--- src/core/tpu_chan_defs.svh ---
// Purpose: offsets, field positions, reset values of the timer channel
// Assumes: byte-wide registers sit in the low bits of aligned words
// Notes:   included by its bare name
`ifndef TPU_CHAN_DEFS_SVH
`define TPU_CHAN_DEFS_SVH

// ----------------------------------------------------------------------
// register byte offsets
// ----------------------------------------------------------------------
`define OFS_TIMER_SC      8'h00
`define OFS_MODULUS       8'h04
`define OFS_COUNTER       8'h08
`define OFS_CHAN_SC       8'h0c
`define OFS_VAL_HI        8'h10
`define OFS_VAL_LO        8'h14

// ----------------------------------------------------------------------
// field positions
// ----------------------------------------------------------------------
`define TSC_CENTER_ALIGNED_SELECT_BIT     5
`define TSC_CLKS_HI       4
`define TSC_CLKS_LO       3
`define CSC_FLAG_BIT      7
`define CSC_IE_BIT        6
`define CSC_MS_HI         5
`define CSC_MS_LO         4
`define CSC_ELS_HI        3
`define CSC_ELS_LO        2

// ----------------------------------------------------------------------
// reset values and codes
// ----------------------------------------------------------------------
`define CLKS_RESET        2'h0
`define VALUE_RESET       16'h0000
`define COUNT_FREE_TOP    16'hffff
`define RESP_OKAY         2'h0
`define RESP_SLVERR       2'h2

`endif

--- src/core/tpu_chan_pkg.sv ---
// Purpose: types shared by the timer channel
// Assumes: nothing
// Notes:   codes written out in binary
package tpu_chan_pkg;
	typedef enum logic [1:0] {
		MODE_CAPTURE = 2'b00,
		MODE_COMPARE = 2'b01,
		MODE_EDGE_ALIGNED_PWM    = 2'b10,
		MODE_CENTER_ALIGNED_PWM    = 2'b11
	} chan_mode_t;

	typedef enum logic [1:0] {
		CLK_NONE  = 2'b00,
		CLK_BUS   = 2'b01,
		CLK_FIXED = 2'b10,
		CLK_EXT   = 2'b11
	} clk_src_t;
endpackage : tpu_chan_pkg

--- src/core/tpu_chan.sv ---
// Purpose: one timer/pwm channel with shared counter and clock select
// Assumes: AXI4-Lite master, all inputs synchronous except clock pins
// Notes:   prescaler omitted; one counter step per selected clock tick
//
// Notes on behaviour
// - edge/level 00 releases the pin to general purpose i/o
// - capture mode: 01 rising, 10 falling, 11 either edge
// - compare: 00 flag only, 01 toggle, 10 low, 11 high
// - edge pwm: 10 high-true cleared at compare, x1 low-true set
// - center pwm: same polarity choices on up-count compare
// - value register clears to zero; holds capture or compare
// - capture mode read of a byte latches both until other read
// - status/control write resets read and write latching always
// - value writes ignored in capture mode
// - debug halt freezes read latches unless status/control written
// - debug halt reads return live value, not buffer
// - writes buffered; no clock selected moves both at second byte
// - compare with clock: transfer on next counter change
// - pwm with clock: transfer when counter steps top-1 to top
// - debug halt writes go straight into the value register
// - debug halt writes leave a partial write sequence intact
// - center select forces center pwm and up/down counting
// - clock select: none, bus, fixed system clock, external
// - clock select resets to none; none stops without clearing
// - fixed clock synchronised only while a loop is engaged
// - external clock always synchronised; at most bus/4
// - flag clears by read-with-flag then write 0; new event wins
//
// Register access over AXI4-Lite and the register addresses were decided locally.
`timescale 1ns/10ps
`include "tpu_chan_defs.svh"

module tpu_chan
	import tpu_chan_pkg::*;
#(
	parameter int ADDR_W = 8
) (
	input  wire logic              aclk,
	input  wire logic              aresetn,
	input  wire logic              ce,
	input  wire logic [ADDR_W-1:0] s_axi_awaddr,
	input  wire logic              s_axi_awvalid,
	output logic                   s_axi_awready,
	input  wire logic [31:0]       s_axi_wdata,
	input  wire logic [3:0]        s_axi_wstrb,
	input  wire logic              s_axi_wvalid,
	output logic                   s_axi_wready,
	output logic [1:0]             s_axi_bresp,
	output logic                   s_axi_bvalid,
	input  wire logic              s_axi_bready,
	input  wire logic [ADDR_W-1:0] s_axi_araddr,
	input  wire logic              s_axi_arvalid,
	output logic                   s_axi_arready,
	output logic [31:0]            s_axi_rdata,
	output logic [1:0]             s_axi_rresp,
	output logic                   s_axi_rvalid,
	input  wire logic              s_axi_rready,
	input  wire logic              debug_halt_mode,
	input  wire logic              loop_engaged,
	input  wire logic              fixed_clk,
	input  wire logic              ext_clk,
	input  wire logic              chan_pin_in,
	output logic                   chan_pin_out,
	output logic                   chan_pin_oe
);

	// ------------------------------------------------------------------
	// state
	// ------------------------------------------------------------------
	logic              awready_ff, wready_ff, bvalid_ff, arready_ff;
	logic              rvalid_ff, aw_held_ff, w_held_ff;
	logic [1:0]        bresp_ff, rresp_ff;
	logic [31:0]       rdata_ff, wdata_ff;
	logic [3:0]        wstrb_ff;
	logic [ADDR_W-1:0] awaddr_ff;
	logic              center_aligned_select_ff;
	clk_src_t          clk_sel_ff;
	logic [15:0]       modulus_ff, cnt_ff, value_ff, wbuf_ff, rdbuf_ff;
	logic              down_ff, cnt_chg_ff;
	logic              flag_ff, arm_ff, ie_ff;
	logic [1:0]        mode_sel_ff, edge_level_ff;
	logic              got_hi_ff, got_lo_ff, pend_ff;
	logic              rd_latched_ff, rd_first_hi_ff;
	logic              fix_s1_ff, fix_s2_ff, fix_s3_ff;
	logic              ext_s1_ff, ext_s2_ff, ext_s3_ff;
	logic              pin_prev_ff, pin_out_ff, pin_oe_ff;

	assign s_axi_awready = awready_ff;
	assign s_axi_wready  = wready_ff;
	assign s_axi_bvalid  = bvalid_ff;
	assign s_axi_bresp   = bresp_ff;
	assign s_axi_arready = arready_ff;
	assign s_axi_rvalid  = rvalid_ff;
	assign s_axi_rdata   = rdata_ff;
	assign s_axi_rresp   = rresp_ff;
	assign chan_pin_out  = pin_out_ff;
	assign chan_pin_oe   = pin_oe_ff;

	// ------------------------------------------------------------------
	// decode
	// ------------------------------------------------------------------
	logic        wr_fire, rd_fire, byte_ok, mapped_wr, mapped_rd;
	logic        tsc_wr, mod_wr, cnt_wr, csc_wr, vhi_wr, vlo_wr, val_wr;
	logic        csc_rd, vhi_rd, vlo_rd, dbg, tick, tick_src;
	logic        is_cap, is_pwm, match_evt, cap_evt, chan_evt, rise, fall;
	logic [15:0] top, nxt_wval;
	logic [7:0]  wbyte;
	logic [31:0] nxt_rdata;
	chan_mode_t  mode;

	assign wr_fire  = ce & aw_held_ff & w_held_ff & ~bvalid_ff;
	assign rd_fire  = ce & s_axi_arvalid & arready_ff;
	assign byte_ok  = wstrb_ff[0];
	assign wbyte    = wdata_ff[7:0];
	assign tsc_wr   = wr_fire & byte_ok & (awaddr_ff == `OFS_TIMER_SC);
	assign mod_wr   = wr_fire & (awaddr_ff == `OFS_MODULUS);
	assign cnt_wr   = wr_fire & (awaddr_ff == `OFS_COUNTER);
	assign csc_wr   = wr_fire & byte_ok & (awaddr_ff == `OFS_CHAN_SC);
	assign vhi_wr   = wr_fire & byte_ok & (awaddr_ff == `OFS_VAL_HI);
	assign vlo_wr   = wr_fire & byte_ok & (awaddr_ff == `OFS_VAL_LO);
	assign val_wr   = vhi_wr | vlo_wr;
	assign mapped_wr = (awaddr_ff == `OFS_TIMER_SC) |
		(awaddr_ff == `OFS_MODULUS) | (awaddr_ff == `OFS_COUNTER) |
		(awaddr_ff == `OFS_CHAN_SC) | (awaddr_ff == `OFS_VAL_HI) |
		(awaddr_ff == `OFS_VAL_LO);
	assign csc_rd   = rd_fire & (s_axi_araddr == `OFS_CHAN_SC);
	assign vhi_rd   = rd_fire & (s_axi_araddr == `OFS_VAL_HI);
	assign vlo_rd   = rd_fire & (s_axi_araddr == `OFS_VAL_LO);
	assign dbg      = debug_halt_mode;
	assign nxt_wval = vhi_wr ? {wbyte, wbuf_ff[7:0]} : {wbuf_ff[15:8], wbyte};
	assign top      = (modulus_ff == 16'h0000) ? `COUNT_FREE_TOP : modulus_ff;

	// center select overrides the per-channel mode bits
	always_comb begin
		if (center_aligned_select_ff) begin
			mode = MODE_CENTER_ALIGNED_PWM;
		end else begin
			case (mode_sel_ff)
				2'b00:   mode = MODE_CAPTURE;
				2'b01:   mode = MODE_COMPARE;
				default: mode = MODE_EDGE_ALIGNED_PWM;
			endcase
		end
	end
	assign is_cap = (mode == MODE_CAPTURE);
	assign is_pwm = (mode == MODE_EDGE_ALIGNED_PWM) | (mode == MODE_CENTER_ALIGNED_PWM);

	// ------------------------------------------------------------------
	// clock source and synchronisers
	// ------------------------------------------------------------------
	// edges are taken between stage two and three, never on stage one
	always_ff @(posedge aclk) begin
		if (!aresetn) begin
			{fix_s1_ff, fix_s2_ff, fix_s3_ff} <= 3'h0;
			{ext_s1_ff, ext_s2_ff, ext_s3_ff} <= 3'h0;
		end else if (ce) begin
			{fix_s1_ff, fix_s2_ff, fix_s3_ff} <= {fixed_clk, fix_s1_ff, fix_s2_ff};
			{ext_s1_ff, ext_s2_ff, ext_s3_ff} <= {ext_clk, ext_s1_ff, ext_s2_ff};
		end
	end

	always_comb begin
		case (clk_sel_ff)
			CLK_NONE:  tick_src = 1'b0;
			CLK_BUS:   tick_src = 1'b1;
			CLK_FIXED: tick_src = loop_engaged ? (fix_s2_ff & ~fix_s3_ff) : 1'b1;
			CLK_EXT:   tick_src = ext_s2_ff & ~ext_s3_ff;
			default:   tick_src = 1'b0;
		endcase
	end
	// counter is frozen while halted
	assign tick = ce & tick_src & ~dbg;

	// ------------------------------------------------------------------
	// counter
	// ------------------------------------------------------------------
	always_ff @(posedge aclk) begin
		if (!aresetn) begin
			cnt_ff     <= 16'h0000;
			down_ff    <= 1'b0;
			cnt_chg_ff <= 1'b0;
		end else if (ce) begin
			cnt_chg_ff <= tick & ~cnt_wr;
			if (cnt_wr) begin
				cnt_ff  <= 16'h0000;
				down_ff <= 1'b0;
			end else if (tick && center_aligned_select_ff) begin
				if (!down_ff && cnt_ff >= top) begin
					down_ff <= 1'b1;
					cnt_ff  <= cnt_ff - 16'h0001;
				end else if (down_ff && cnt_ff == 16'h0000) begin
					down_ff <= 1'b0;
					cnt_ff  <= 16'h0001;
				end else begin
					cnt_ff <= down_ff ? cnt_ff - 16'h0001 : cnt_ff + 16'h0001;
				end
			end else if (tick) begin
				down_ff <= 1'b0;
				cnt_ff  <= (cnt_ff == top) ? 16'h0000 : cnt_ff + 16'h0001;
			end
		end
	end

	// ------------------------------------------------------------------
	// control registers
	// ------------------------------------------------------------------
	always_ff @(posedge aclk) begin
		if (!aresetn) begin
			center_aligned_select_ff <= 1'b0;
			clk_sel_ff               <= clk_src_t'(`CLKS_RESET);
			modulus_ff               <= 16'h0000;
			ie_ff                    <= 1'b0;
			mode_sel_ff              <= 2'h0;
			edge_level_ff            <= 2'h0;
		end else if (ce) begin
			if (tsc_wr) begin
				center_aligned_select_ff <= wbyte[`TSC_CENTER_ALIGNED_SELECT_BIT];
				// selecting none leaves counter and registers as they are
				clk_sel_ff <= clk_src_t'(wbyte[`TSC_CLKS_HI:`TSC_CLKS_LO]);
			end
			if (mod_wr) begin
				if (wstrb_ff[0]) modulus_ff[7:0]  <= wdata_ff[7:0];
				if (wstrb_ff[1]) modulus_ff[15:8] <= wdata_ff[15:8];
			end
			if (csc_wr) begin
				ie_ff         <= wbyte[`CSC_IE_BIT];
				mode_sel_ff   <= wbyte[`CSC_MS_HI:`CSC_MS_LO];
				edge_level_ff <= wbyte[`CSC_ELS_HI:`CSC_ELS_LO];
			end
		end
	end

	// ------------------------------------------------------------------
	// channel events and flag
	// ------------------------------------------------------------------
	assign rise      = chan_pin_in & ~pin_prev_ff;
	assign fall      = ~chan_pin_in & pin_prev_ff;
	assign match_evt = cnt_chg_ff & (cnt_ff == value_ff);
	assign cap_evt   = ce & is_cap & (
		((edge_level_ff == 2'b01) & rise) |
		((edge_level_ff == 2'b10) & fall) |
		((edge_level_ff == 2'b11) & (rise | fall)));
	assign chan_evt  = cap_evt | (ce & ~is_cap & match_evt);

	always_ff @(posedge aclk) begin
		if (!aresetn) begin
			flag_ff     <= 1'b0;
			arm_ff      <= 1'b0;
			pin_prev_ff <= 1'b0;
		end else if (ce) begin
			pin_prev_ff <= chan_pin_in;
			// a new event restarts the clear sequence and wins
			if (chan_evt) begin
				flag_ff <= 1'b1;
				arm_ff  <= 1'b0;
			end else if (csc_wr && !wbyte[`CSC_FLAG_BIT] && arm_ff) begin
				flag_ff <= 1'b0;
				arm_ff  <= 1'b0;
			end else if (csc_rd && flag_ff) begin
				arm_ff <= 1'b1;
			end
		end
	end

	// ------------------------------------------------------------------
	// pin drive
	// ------------------------------------------------------------------
	always_ff @(posedge aclk) begin
		if (!aresetn) begin
			pin_out_ff <= 1'b0;
			pin_oe_ff  <= 1'b0;
		end else if (ce) begin
			pin_oe_ff <= (edge_level_ff != 2'b00) & ~is_cap;
			case (mode)
				MODE_COMPARE: begin
					if (match_evt) begin
						case (edge_level_ff)
							2'b01:   pin_out_ff <= ~pin_out_ff;
							2'b10:   pin_out_ff <= 1'b0;
							2'b11:   pin_out_ff <= 1'b1;
							default: pin_out_ff <= pin_out_ff;
						endcase
					end
				end
				MODE_EDGE_ALIGNED_PWM: begin
					// match after wrap wins, giving a true 0% duty
					if (match_evt) begin
						pin_out_ff <= edge_level_ff[0];
					end else if (cnt_chg_ff && cnt_ff == 16'h0000) begin
						pin_out_ff <= ~edge_level_ff[0];
					end
				end
				MODE_CENTER_ALIGNED_PWM: begin
					if (match_evt) begin
						pin_out_ff <= down_ff ? ~edge_level_ff[0] : edge_level_ff[0];
					end
				end
				default: pin_out_ff <= pin_out_ff;
			endcase
		end
	end

	// ------------------------------------------------------------------
	// value register and write coherency
	// ------------------------------------------------------------------
	// state is per instance, so every channel has its own buffers
	always_ff @(posedge aclk) begin
		if (!aresetn) begin
			value_ff  <= `VALUE_RESET;
			wbuf_ff   <= `VALUE_RESET;
			got_hi_ff <= 1'b0;
			got_lo_ff <= 1'b0;
			pend_ff   <= 1'b0;
		end else if (ce) begin
			if (cap_evt) begin
				value_ff <= cnt_ff;
			end
			// center mode passes top-1 twice; only the upward step counts
			if (pend_ff && tick && !is_cap && (!is_pwm ||
			    (cnt_ff == top - 16'h0001 && !down_ff))) begin
				value_ff <= wbuf_ff;
				pend_ff  <= 1'b0;
			end
			if (csc_wr) begin
				got_hi_ff <= 1'b0;
				got_lo_ff <= 1'b0;
				pend_ff   <= 1'b0;
			end else if (val_wr && !is_cap) begin
				if (dbg) begin
					if (vhi_wr) value_ff[15:8] <= wbyte;
					else        value_ff[7:0]  <= wbyte;
				end else if ((vhi_wr && got_lo_ff) || (vlo_wr && got_hi_ff)) begin
					wbuf_ff   <= nxt_wval;
					got_hi_ff <= 1'b0;
					got_lo_ff <= 1'b0;
					if (clk_sel_ff == CLK_NONE) begin
						value_ff <= nxt_wval;
						pend_ff  <= 1'b0;
					end else begin
						pend_ff <= 1'b1;
					end
				end else begin
					wbuf_ff <= nxt_wval;
					if (vhi_wr) got_hi_ff <= 1'b1;
					else        got_lo_ff <= 1'b1;
				end
			end
		end
	end

	// ------------------------------------------------------------------
	// read coherency
	// ------------------------------------------------------------------
	always_ff @(posedge aclk) begin
		if (!aresetn) begin
			rdbuf_ff       <= 16'h0000;
			rd_latched_ff  <= 1'b0;
			rd_first_hi_ff <= 1'b0;
		end else if (ce) begin
			if (csc_wr) begin
				rd_latched_ff <= 1'b0;
			end else if ((vhi_rd || vlo_rd) && is_cap && !dbg) begin
				if (!rd_latched_ff) begin
					rdbuf_ff       <= value_ff;
					rd_latched_ff  <= 1'b1;
					rd_first_hi_ff <= vhi_rd;
				end else if (vhi_rd != rd_first_hi_ff) begin
					rd_latched_ff <= 1'b0;
				end
			end
		end
	end

	// ------------------------------------------------------------------
	// axi4-lite slave
	// ------------------------------------------------------------------
	logic use_rdbuf;
	assign use_rdbuf = is_cap & rd_latched_ff & ~dbg;

	always_comb begin
		nxt_rdata = 32'h0000_0000;
		case (s_axi_araddr)
			`OFS_TIMER_SC: begin
				nxt_rdata[`TSC_CENTER_ALIGNED_SELECT_BIT] = center_aligned_select_ff;
				nxt_rdata[`TSC_CLKS_HI:`TSC_CLKS_LO] = clk_sel_ff;
			end
			`OFS_MODULUS: nxt_rdata[15:0] = modulus_ff;
			`OFS_COUNTER: nxt_rdata[15:0] = cnt_ff;
			`OFS_CHAN_SC: begin
				nxt_rdata[`CSC_FLAG_BIT] = flag_ff;
				nxt_rdata[`CSC_IE_BIT]   = ie_ff;
				nxt_rdata[`CSC_MS_HI:`CSC_MS_LO]   = mode_sel_ff;
				nxt_rdata[`CSC_ELS_HI:`CSC_ELS_LO] = edge_level_ff;
			end
			`OFS_VAL_HI: nxt_rdata[7:0] = use_rdbuf ? rdbuf_ff[15:8] : value_ff[15:8];
			`OFS_VAL_LO: nxt_rdata[7:0] = use_rdbuf ? rdbuf_ff[7:0] : value_ff[7:0];
			default: nxt_rdata = 32'h0000_0000;
		endcase
		mapped_rd = (s_axi_araddr == `OFS_TIMER_SC) |
			(s_axi_araddr == `OFS_MODULUS) | (s_axi_araddr == `OFS_COUNTER) |
			(s_axi_araddr == `OFS_CHAN_SC) | (s_axi_araddr == `OFS_VAL_HI) |
			(s_axi_araddr == `OFS_VAL_LO);
	end

	always_ff @(posedge aclk) begin
		if (!aresetn) begin
			awready_ff <= 1'b1;
			wready_ff  <= 1'b1;
			aw_held_ff <= 1'b0;
			w_held_ff  <= 1'b0;
			awaddr_ff  <= '0;
			wdata_ff   <= 32'h0000_0000;
			wstrb_ff   <= 4'h0;
			bvalid_ff  <= 1'b0;
			bresp_ff   <= `RESP_OKAY;
		end else if (ce) begin
			if (s_axi_awvalid && awready_ff) begin
				awaddr_ff  <= s_axi_awaddr;
				aw_held_ff <= 1'b1;
				awready_ff <= 1'b0;
			end else if (bvalid_ff && s_axi_bready) begin
				aw_held_ff <= 1'b0;
				awready_ff <= 1'b1;
			end
			if (s_axi_wvalid && wready_ff) begin
				wdata_ff  <= s_axi_wdata;
				wstrb_ff  <= s_axi_wstrb;
				w_held_ff <= 1'b1;
				wready_ff <= 1'b0;
			end else if (bvalid_ff && s_axi_bready) begin
				w_held_ff <= 1'b0;
				wready_ff <= 1'b1;
			end
			if (wr_fire) begin
				bvalid_ff <= 1'b1;
				bresp_ff  <= mapped_wr ? `RESP_OKAY : `RESP_SLVERR;
			end else if (s_axi_bready) begin
				bvalid_ff <= 1'b0;
			end
		end
	end

	always_ff @(posedge aclk) begin
		if (!aresetn) begin
			arready_ff <= 1'b1;
			rvalid_ff  <= 1'b0;
			rdata_ff   <= 32'h0000_0000;
			rresp_ff   <= `RESP_OKAY;
		end else if (ce) begin
			if (rd_fire) begin
				rdata_ff   <= nxt_rdata;
				rresp_ff   <= mapped_rd ? `RESP_OKAY : `RESP_SLVERR;
				rvalid_ff  <= 1'b1;
				arready_ff <= 1'b0;
			end else if (rvalid_ff && s_axi_rready) begin
				rvalid_ff  <= 1'b0;
				arready_ff <= 1'b1;
			end
		end
	end
endmodule : tpu_chan

--- config.mk ---
export PLATFORM = sky130hd
export DESIGN_NAME = tpu_chan
export DESIGN_NICKNAME = d
export VERILOG_FILES = /design/src/core/tpu_chan_pkg.sv /design/src/core/tpu_chan.sv
export VERILOG_INCLUDE_DIRS = /design/src /design/src/core
export SDC_FILE = /design/constraint.sdc
export NUM_CORES = 1
export LEC_CHECK = 0
export BUFFER_PORTS_ARGS = -buffer_cell sky130_fd_sc_hd__buf_2
export CAP_MARGIN = 20
export CORE_AREA = 2 2 146 148
export CTS_BUF_LIST = sky130_fd_sc_hd__clkbuf_8 sky130_fd_sc_hd__clkbuf_16
export DETAILED_ROUTE_END_ITERATION = 7
export DIE_AREA = 0 0 148 150
export PLACE_DENSITY = 0.73
export SYNTH_ARGS = -nofsm -noshare
export SYNTH_HDL_FRONTEND = slang
export SYNTH_SLANG_ARGS = --single-unit
--- constraint.sdc ---
create_clock -name aclk -period 4.2 [get_ports aclk]
set_input_delay 0.42 -clock aclk [delete_from_list [all_inputs] [get_ports aclk]]
set_output_delay 0.42 -clock aclk [all_outputs]
set_load 0.02 [all_outputs]
==> metrics.csv, run 1 <==
metric,value,unit
outcome,completed,
grt ovf,0,
sequential area share after synthesis,31.08,%
post-DP HPWL,21860,um
Yosys reg bits,157,
Final nets,1430,
Synth cell types,72,
Die Y,150,um
Max Slew Vio Count,0,
clock buffer depth,2,
type of origin of the critical path,flip-flop,
Final Setup Violations,0,
Worst-Skew Late Latency,440,ps
Final period util,94.29,%
CTS tree,yes,
Tot GR Track Use,28.03,%
Initial DRT Pass Iterations,5,
WHS,220.9,ps
Final min period,3960,ps
"top cells by area, synth","dfxtp_1, nand2_1, mux2i_1",
core area,20690,um2
CP Capture Type,flip-flop,
Hold Crit Start,s_axi_wdata[8],
FF-to-FF Start,modulus_ff[8],
final hold violations,0,
final core occ,55.18,%
area fraction of the dominant cell type after synthesis,31.08,%
pwr dens,304.9,nW/um2
routed via count,9967,
PortBufs,71,
largest net degree at the start of global routing,99,
GPL Wtd Cong,0.9626,
"top cells by count, synth","nand2_1, dfxtp_1, nor2_1",
overall die area,22200,um2
Total Wirelength,30960,um
first-pass GRT wire length,49400,um
clock-pin slew on the worst setup and hold paths,70,ps
LEAKAGE,4.554,nW
crit path from,modulus_ff[8],
synthesized instance count,1305,
CTS buffer count,17,
Vias/cell,6.122,
Max Cap Viol,0,
Antenna Nets Post-Route,0,
Rel. slew slack,39.68,%
fmax,252.5,MHz
Synth Cell Area,10110,um2
clk root buf,clkbuf_16,
cell count after placement,1595,
Crit Path Class,reg2reg,
Hold Crit Class,in2reg,
Area Overhead vs Synth,12.89,%
most frequent cell after synthesis,nand2_1,
"IR drop worst, VDD",0.2618,mV
Yosys warning total,0,
layout cells sized above 1,13.75,%
clk_skew,7.944,ps
Max H-tree Level,4,
average size of a mapped cell,7.750,um2
number of global-route vias before repair,9224,
final antenna diode count,0,
Worst-Margin Slew,901.5,ps
row count,53,
Post-synth EDFFs,0,
routed wire length per instance,19.01,um
CP Data Required Time,4540,ps
Tot Pwr,0.003481,W
die width,148,um
largest area contributor in the netlist,dfxtp_1,
main flop type after synthesis,dfxtp_1,
asr flop ratio synth,0,%
final cell count without fillers,1628,
clk sink count,157,
antenna violations before repair,0,
worst-path maximum fanout,19,
Starting Density,48.88,%
1st-iter DRT viols,1020,
crit path DAT,4300,ps
fillcell total,1998,
num ports,108,
DRC,0,
## layer usage
| layer | global-route usage, % | vias to the layer above | routed length (um) |
|---|---|---|---|
| met5 | 0 | - | 0 |
| met4 | 11.71 | 0 | 1230 |
| met3 | 5.610 | 98 | 2633 |
| met2 | 43.45 | 508 | 13640 |
| met1 | 38.10 | 4658 | 13450 |
| li1 | - | 4703 | - |
## state kept, by name, indices dropped and copies added (netlist names), 2 cells and up
register       count
clk_sel_ff         2
wbuf_ff           16
edge_level_ff      2
s_axi_rdata       16
mode_sel_ff        2
rdbuf_ff          16
awaddr_ff          8
modulus_ff        16
cnt_ff            16
wdata_ff          16
wstrb_ff           2
value_ff          16
## critical path, stage by stage, from the launching register on
cell       delay [ps]
dfxtp_1           310
or4_4             570
nor3_4            130
and2_1            180
buf_8             170
nor2_1             80
ha_1              300
nor2b_1           150
o211ai_1          100
a21boi_1          150
o21ai_1           120
a2111oi_4         410
nor2_1            120
buf_4             180
or4_1             400
and3_1            190
o31a_1            280
## worst paths after layout
check / end / slack, ps / cells past startpoint
worst max-delay path: cnt_ff[8] / 240 / 16
worst min-delay path: wdata_ff[8] / 220 / 3
worst max register to register: cnt_ff[8] / 240 / 16
worst min register to register: awaddr_ff[1] / 460 / 2
## area by class of cell
class	instances	area, um2	area share (%)
Multi-Input combinational cell	1022	6456	56.55
Tap cell	275	344.1	3.014
Inverter	18	67.56	0.5918
Clock buffer	18	439.2	3.847
Clock inverter	14	203.9	1.786
Sequential cell	157	3143	27.53
Timing Repair Buffer	124	763.2	6.685
## kinds of logic after synthesis
kind of cell | share of synthesized area, %
AO/OA/AOI/OAI | 21.61
flip-flops | 31.08
XOR/XNOR | 3.984
AND/OR/NAND/NOR | 25.93
buffers and inverters | 6.173
multiplexers | 8.091
adder cells (fa/ha/maj) | 3.093
other | 0.03708
## layout by cell type, fill, tap and decap left out, drive strengths merged, types with 6 or more instances in the layout
cell type,n
a21boi,68
a31oi,11
nor3b,14
o221ai,10
xnor2,32
dfxtp,157
or3,20
mux4,6
o211a,6
o31ai,6
nand3,23
or4,13
mux2i,66
a221oi,8
a22oi,20
ha,25
nand2b,6
and2,11
o21a,7
nor2,99
nand2,195
nand4,18
o21ai,64
or2,8
inv,22
clkbuf,18
nor4,16
nor2b,51
buf,124
conb,18
o22ai,12
a21oi,68
xor2,14
nor3,29
o211ai,9
and3,13
## stage by stage
| stage | instance area, um2 | TNS (ps) | setup slack [ps] |
|---|---|---|---|
| after floorplan | 10190 | 0 | 108.7 |
| after global placement | 10730 | 0 | 335.2 |
| after detailed placement | 10730 | 0 | 224.1 |
| after CTS | 11370 | 0 | 205.1 |
| after global routing | 11420 | -1.514 | -1.514 |
| final | 11420 | 0 | 240.0 |
## where the power goes
part           switching, W  internal, W  leakage (nW)  total (W)
Combinational      0.000126    0.0000773          2.97   0.000203
Clock              0.000706      0.00103         0.316    0.00173
Sequential        0.0000298      0.00152          1.27    0.00155
Total              0.000862      0.00262          4.55    0.00348
## repair_timing
item,CTS,global route
hold endpoints to repair,0,0
setup endpoints to repair,0,18
setup buffers,0,0
hold buffers,0,0
resized for setup,0,9
(Power assumes the default switching activity.)
==> run 2: changes to the inputs <==
--- a/config.mk
+++ b/config.mk
@@ -9,10 +9,9 @@
 export BUFFER_PORTS_ARGS = -buffer_cell sky130_fd_sc_hd__buf_2
 export CAP_MARGIN = 20
 export CORE_AREA = 2 2 146 148
-export CTS_BUF_LIST = sky130_fd_sc_hd__clkbuf_8 sky130_fd_sc_hd__clkbuf_16
 export DETAILED_ROUTE_END_ITERATION = 7
 export DIE_AREA = 0 0 148 150
-export PLACE_DENSITY = 0.73
+export PLACE_DENSITY = 0.8
 export SYNTH_ARGS = -nofsm -noshare
 export SYNTH_HDL_FRONTEND = slang
 export SYNTH_SLANG_ARGS = --single-unit
==> run 2 against run 1 <==
Clock-buffer cell count is the same. Hold slack gained 8.0 ps. Fmax grew 0.61%. Setup slack gained 24 ps. Clock power shrank 6%. Power shrank 3.0%. Global-route usage shrank 0.66 points. Sequential share of layout area grew 0.30 points. Core utilization shrank 0.59 points. Critical endpoint is now value_ff[2]. Largest power group unchanged.
==> metrics.csv, run 2 (synthesis results as in run 1) <==
metric,value,unit
outcome,completed,
reg2reg path depth,14,
"leading cell type in the layout, fill and taps excluded",nand2_1,
largest net degree at the start of global routing,77,
worst-path maximum fanout,19,
Worst-Skew Late Latency,440,ps
post-DP HPWL,21710,um
pre-CTS setup slack,153.4,ps
GPL Wtd Cong,0.9701,
number of global-route vias before repair,9163,
Finished Cell Area,11300,um2
DRC,0,
Tot Pwr,0.003377,W
Die Y,150,um
num ports,108,
type of origin of the critical path,flip-flop,
Total Wirelength,30570,um
core area,20690,um2
antenna violations before repair,0,
Final nets,1423,
clk_skew,10.60,ps
hold depth,3,
clk root buf,clkbuf_16,
pwr dens,299.0,nW/um2
Area Overhead vs Synth,11.69,%
"IR drop worst, VDD",0.2669,mV
# Post-CTS Setup Buffers,0,
Hold Path Sink,awaddr_ff[6],
Final Setup Violations,0,
setup_tns,0,ps
clock-pin slew on the worst setup and hold paths,70,ps
Tot GR Track Use,27.38,%
final hold violations,0,
final worst setup slack,264.0,ps
Max H-tree Level,4,
PortBufs,71,
Max Slew Vio Count,0,
die width,148,um
Max Cap Viol,0,
Vias/cell,6.120,
Crit Path Class,reg2reg,
Initial DRT Pass Iterations,6,
fillcell total,1928,
LEAKAGE,4.492,nW
Starting Density,48.88,%
Worst-Margin Slew,1076,ps
CP Data Required Time,4500,ps
overall die area,22200,um2
layout cells sized above 1,13.08,%
most frequent cells in the layout,"nand2_1, dfxtp_1, nor2_1",
grt ovf,0,
Antenna Nets Post-Route,0,
R2R setup slack,260,ps
placed inst area,10670,um2
Hold Crit Class,in2reg,
CP Capture Type,flip-flop,
routed wire length per instance,18.86,um
first-pass GRT wire length,48310,um
final antenna diode count,0,
RSZ-0062 raised after global routing,false,
CTS tree,yes,
clk sink count,157,
Final min period,3936,ps
1st-iter DRT viols,1157,
worst r2r dst,value_ff[2],
row count,53,
FF-to-FF Start,modulus_ff[5],
routed via count,9921,
Final period util,93.71,%
Hold Crit Start,s_axi_awaddr[6],
crit path DAT,4230,ps
clock buffer depth,2,
Rel. slew slack,27.70,%
fmax,254.1,MHz
CTS buffer count,17,
==> run 2: cell count changes in the layout (fill, tap and decap cells not counted), sizes merged <==
cell	delta
clkinvlp	+1
inv	+1
bufinv	-2
buf	-7
==> run 2: worst max path at each step <==
| stage | slack (ps) | cells after the start | startpoint | end |
|---|---|---|---|---|
| floorplan | 110 | 19 | modulus_ff[8] | cnt_ff[5] |
| global placement | 220 | 15 | modulus_ff[8] | cnt_ff[13] |
| detailed placement | 150 | 15 | modulus_ff[8] | cnt_ff[13] |
| CTS | 130 | 15 | modulus_ff[8] | cnt_ff[13] |
| global route | 20 | 15 | modulus_ff[8] | cnt_ff[11] |
| finish | 260 | 14 | modulus_ff[5] | value_ff[2] |
==> run 2: layout make-up <==
cell class	count	area (um2)	area share [%]
multi-input cells	1022	6426	56.89
flip-flops and latches	157	3143	27.82
repair buffers	117	703.2	6.225
clock buffers	18	439.2	3.888
well taps	275	344.1	3.046
clock inverters	14	172.7	1.529
inverters	18	67.56	0.5981
==> run 2: per-layer routing <==
layer,global-route usage [%],part of all wire [%]
met4,11.71,3.5
met2,44.00,45
met5,0,0
met1,36.14,41
met3,5.000,9.8
==> run 2: critical path: stages, from the launching register on <==
cell and delay [ps]:
dfxtp_1 450, nor4_1 110, and2_0 180, and2_2 270
nor2_1 180, ha_1 390, nand3_1 160, nor4_1 380
o221ai_1 200, a31oi_1 180, a21oi_1 140, or4_1 560
buf_4 250, a21oi_1 180, o221ai_1 140
==> run 2: metrics by stage <==
stage | utilization (%) | hold slack (ps) | std cells
2_1_floorplan | - | 437.9 | 1322
3_3_place_gp | 51.58 | 447.2 | 1588
3_5_place_dp | 51.58 | 458.1 | 1588
4_1_cts | 54.54 | 220.1 | 1620
5_1_grt | 54.60 | 220.0 | 1621
6_report | 54.60 | 228.9 | 1621
==> run 2: report_power, final <==
part | internal, W | total, W | switching (W)
sequential | 0.00152 | 0.00155 | 0.0000296
clock | 0.000914 | 0.00163 | 0.000712
combinational | 0.0000766 | 0.000206 | 0.000129
==> run 2: timing repair <==
item,in CTS,in global routing
endpoints found under the setup margin,0,22
resized for setup,0,2
hold buffers,0,0
==> run 3: changes to the inputs <==
==> constraint.sdc (replaced) <==
create_clock -name aclk -period 4.2 [get_ports aclk]
set_input_delay 1.05 -clock aclk [delete_from_list [all_inputs] [get_ports aclk]]
set_output_delay 1.05 -clock aclk [all_outputs]
set_load 0.02 [all_outputs]
==> run 3 against run 2 <==
Critical endpoint is now cnt_ff[6]. Sequential power about the same. Cell count increased by 0.37%. Clock skew is essentially flat. Clock-buffer cell count is the same. Design area rose by 0.66%. Highest routed layer unchanged. Power is 1.7% higher. Sequential share of layout area fell by 0.18 points. Non-clock buffer count up 6. Global-route usage decreased by 0.29 points. Hold slack gained 230 ps. Register-to-register slack barely moved. Flip-flop and latch count unchanged.
==> metrics.csv, run 3 (synthesis results as in run 1) <==
metric,value,unit
Initial DRT Pass Iterations,5,
Max Slew Vio Count,0,
most frequent cells in the layout,"nand2_1, dfxtp_1, nor2_1",
number of global-route vias before repair,9111,
Final min period,3934,ps
largest net degree at the start of global routing,56,
Final nets,1429,
Crit Path Class,reg2reg,
routed wire length per instance,18.61,um
Hold Crit Class,reg2reg,
die width,148,um
clk_skew,10.47,ps
Vias/cell,6.149,
Worst-Skew Late Latency,440,ps
1st-iter DRT viols,1117,
PortBufs,71,
clock buffer depth,2,
met3 Resource Use GR,6.311,%
final antenna diode count,0,
final hold violations,0,
grt ovf,0,
Rel. slew slack,43.53,%
type of origin of the critical path,flip-flop,
Tot GR Track Use,27.09,%
Final period util,93.67,%
Die Y,150,um
CTS buffer count,17,
outcome,completed,
overall die area,22200,um2
# Post-CTS Setup Buffers,0,
CTS tree,yes,
CP Capture Type,flip-flop,
global routing usage on met2,42.89,%
RSZ-0062 raised after global routing,false,
setup_tns,0,ps
layout cells sized above 1,13.54,%
fmax,254.2,MHz
Max H-tree Level,4,
DRC,0,
Total Wirelength,30280,um
worst-path maximum fanout,16,
core area,20690,um2
num ports,108,
crit path DAT,4270,ps
GR peak layer,met2,
pwr dens,302.2,nW/um2
post-DP HPWL,21840,um
CP Data Required Time,4540,ps
clock-pin slew on the worst setup and hold paths,70,ps
Max Cap Viol,0,
placed inst area,10720,um2
Area Overhead vs Synth,12.43,%
clk sink count,157,
row count,53,
Finished Cell Area,11370,um2
LEAKAGE,4.545,nW
antenna violations before repair,0,
Worst-Margin Slew,844.7,ps
"IR drop worst, VDD",0.2934,mV
clk root buf,clkbuf_16,
Starting Density,48.88,%
"leading cell type in the layout, fill and taps excluded",nand2_1,
met1 Usage GRT,34.90,%
first-pass GRT wire length,47670,um
GPL Wtd Cong,0.9615,
Antenna Nets Post-Route,0,
routed via count,10000,
Final Setup Violations,0,
run 3: layout make-up:
cell class	count	area, um2
Fill cell	1902	9319
Multi-Input combinational cell	1022	6431
Sequential cell	157	3143
Timing Repair Buffer	123	748.2
Clock buffer	18	439.2
Tap cell	275	344.1
Clock inverter	14	197.7
Inverter	18	67.56
run 3: metrics by stage:
step	utilization, %	hold slack, ps	instances	setup slack (ps)	power (W)
global route	54.96	486.2	1627	48.29	0.003539
detailed placement	51.80	455.0	1594	64.16	0.001782
global placement	51.80	446.2	1594	168.2	0.001777
finish	54.96	459.7	1627	265.8	0.003436
CTS	54.88	464.4	1626	47.52	0.003450
floorplan	-	437.9	1322	108.7	0.001721
run 3: layer usage:
metal,vias up,wire (um)
li1,4695,-
met1,4651,12050
met2,547,13780
met3,111,3169
met4,0,1268
met5,-,0
run 3: power breakdown:
group	switching, W	internal, W
registers	0.0000297	0.00152
logic	0.000129	0.0000769
clock network	0.000706	0.000979
total	0.000865	0.00257
run 3: critical path, cell delays in order (launching register included):
cell and delay [ps]:
dfxtp_1 320, or4_4 570, nor3_4 140, and2_4 280, nor2_1 100, ha_1 300, nor2b_1 140, o211ai_1 90
a21boi_0 180, o21ai_0 140, a2111oi_2 400, buf_4 200, or2_2 330, a21oi_1 90, or3_1 370, a22o_1 180
run 3: final timing paths:
kind	cells after the start	to	slack, ps	start
worst max register to register	15	cnt_ff[6]	270	modulus_ff[8]
worst max-delay path	15	cnt_ff[6]	270	modulus_ff[8]
worst min register to register	2	awaddr_ff[5]	460	awaddr_ff[5]
worst min-delay path	2	awaddr_ff[5]	460	awaddr_ff[5]
run 3: repair_timing:
| item | CTS | global route |
|---|---|---|
| hold buffers | 0 | 0 |
| gates resized for setup | 0 | 3 |
| setup endpoints to repair | 0 | 32 |
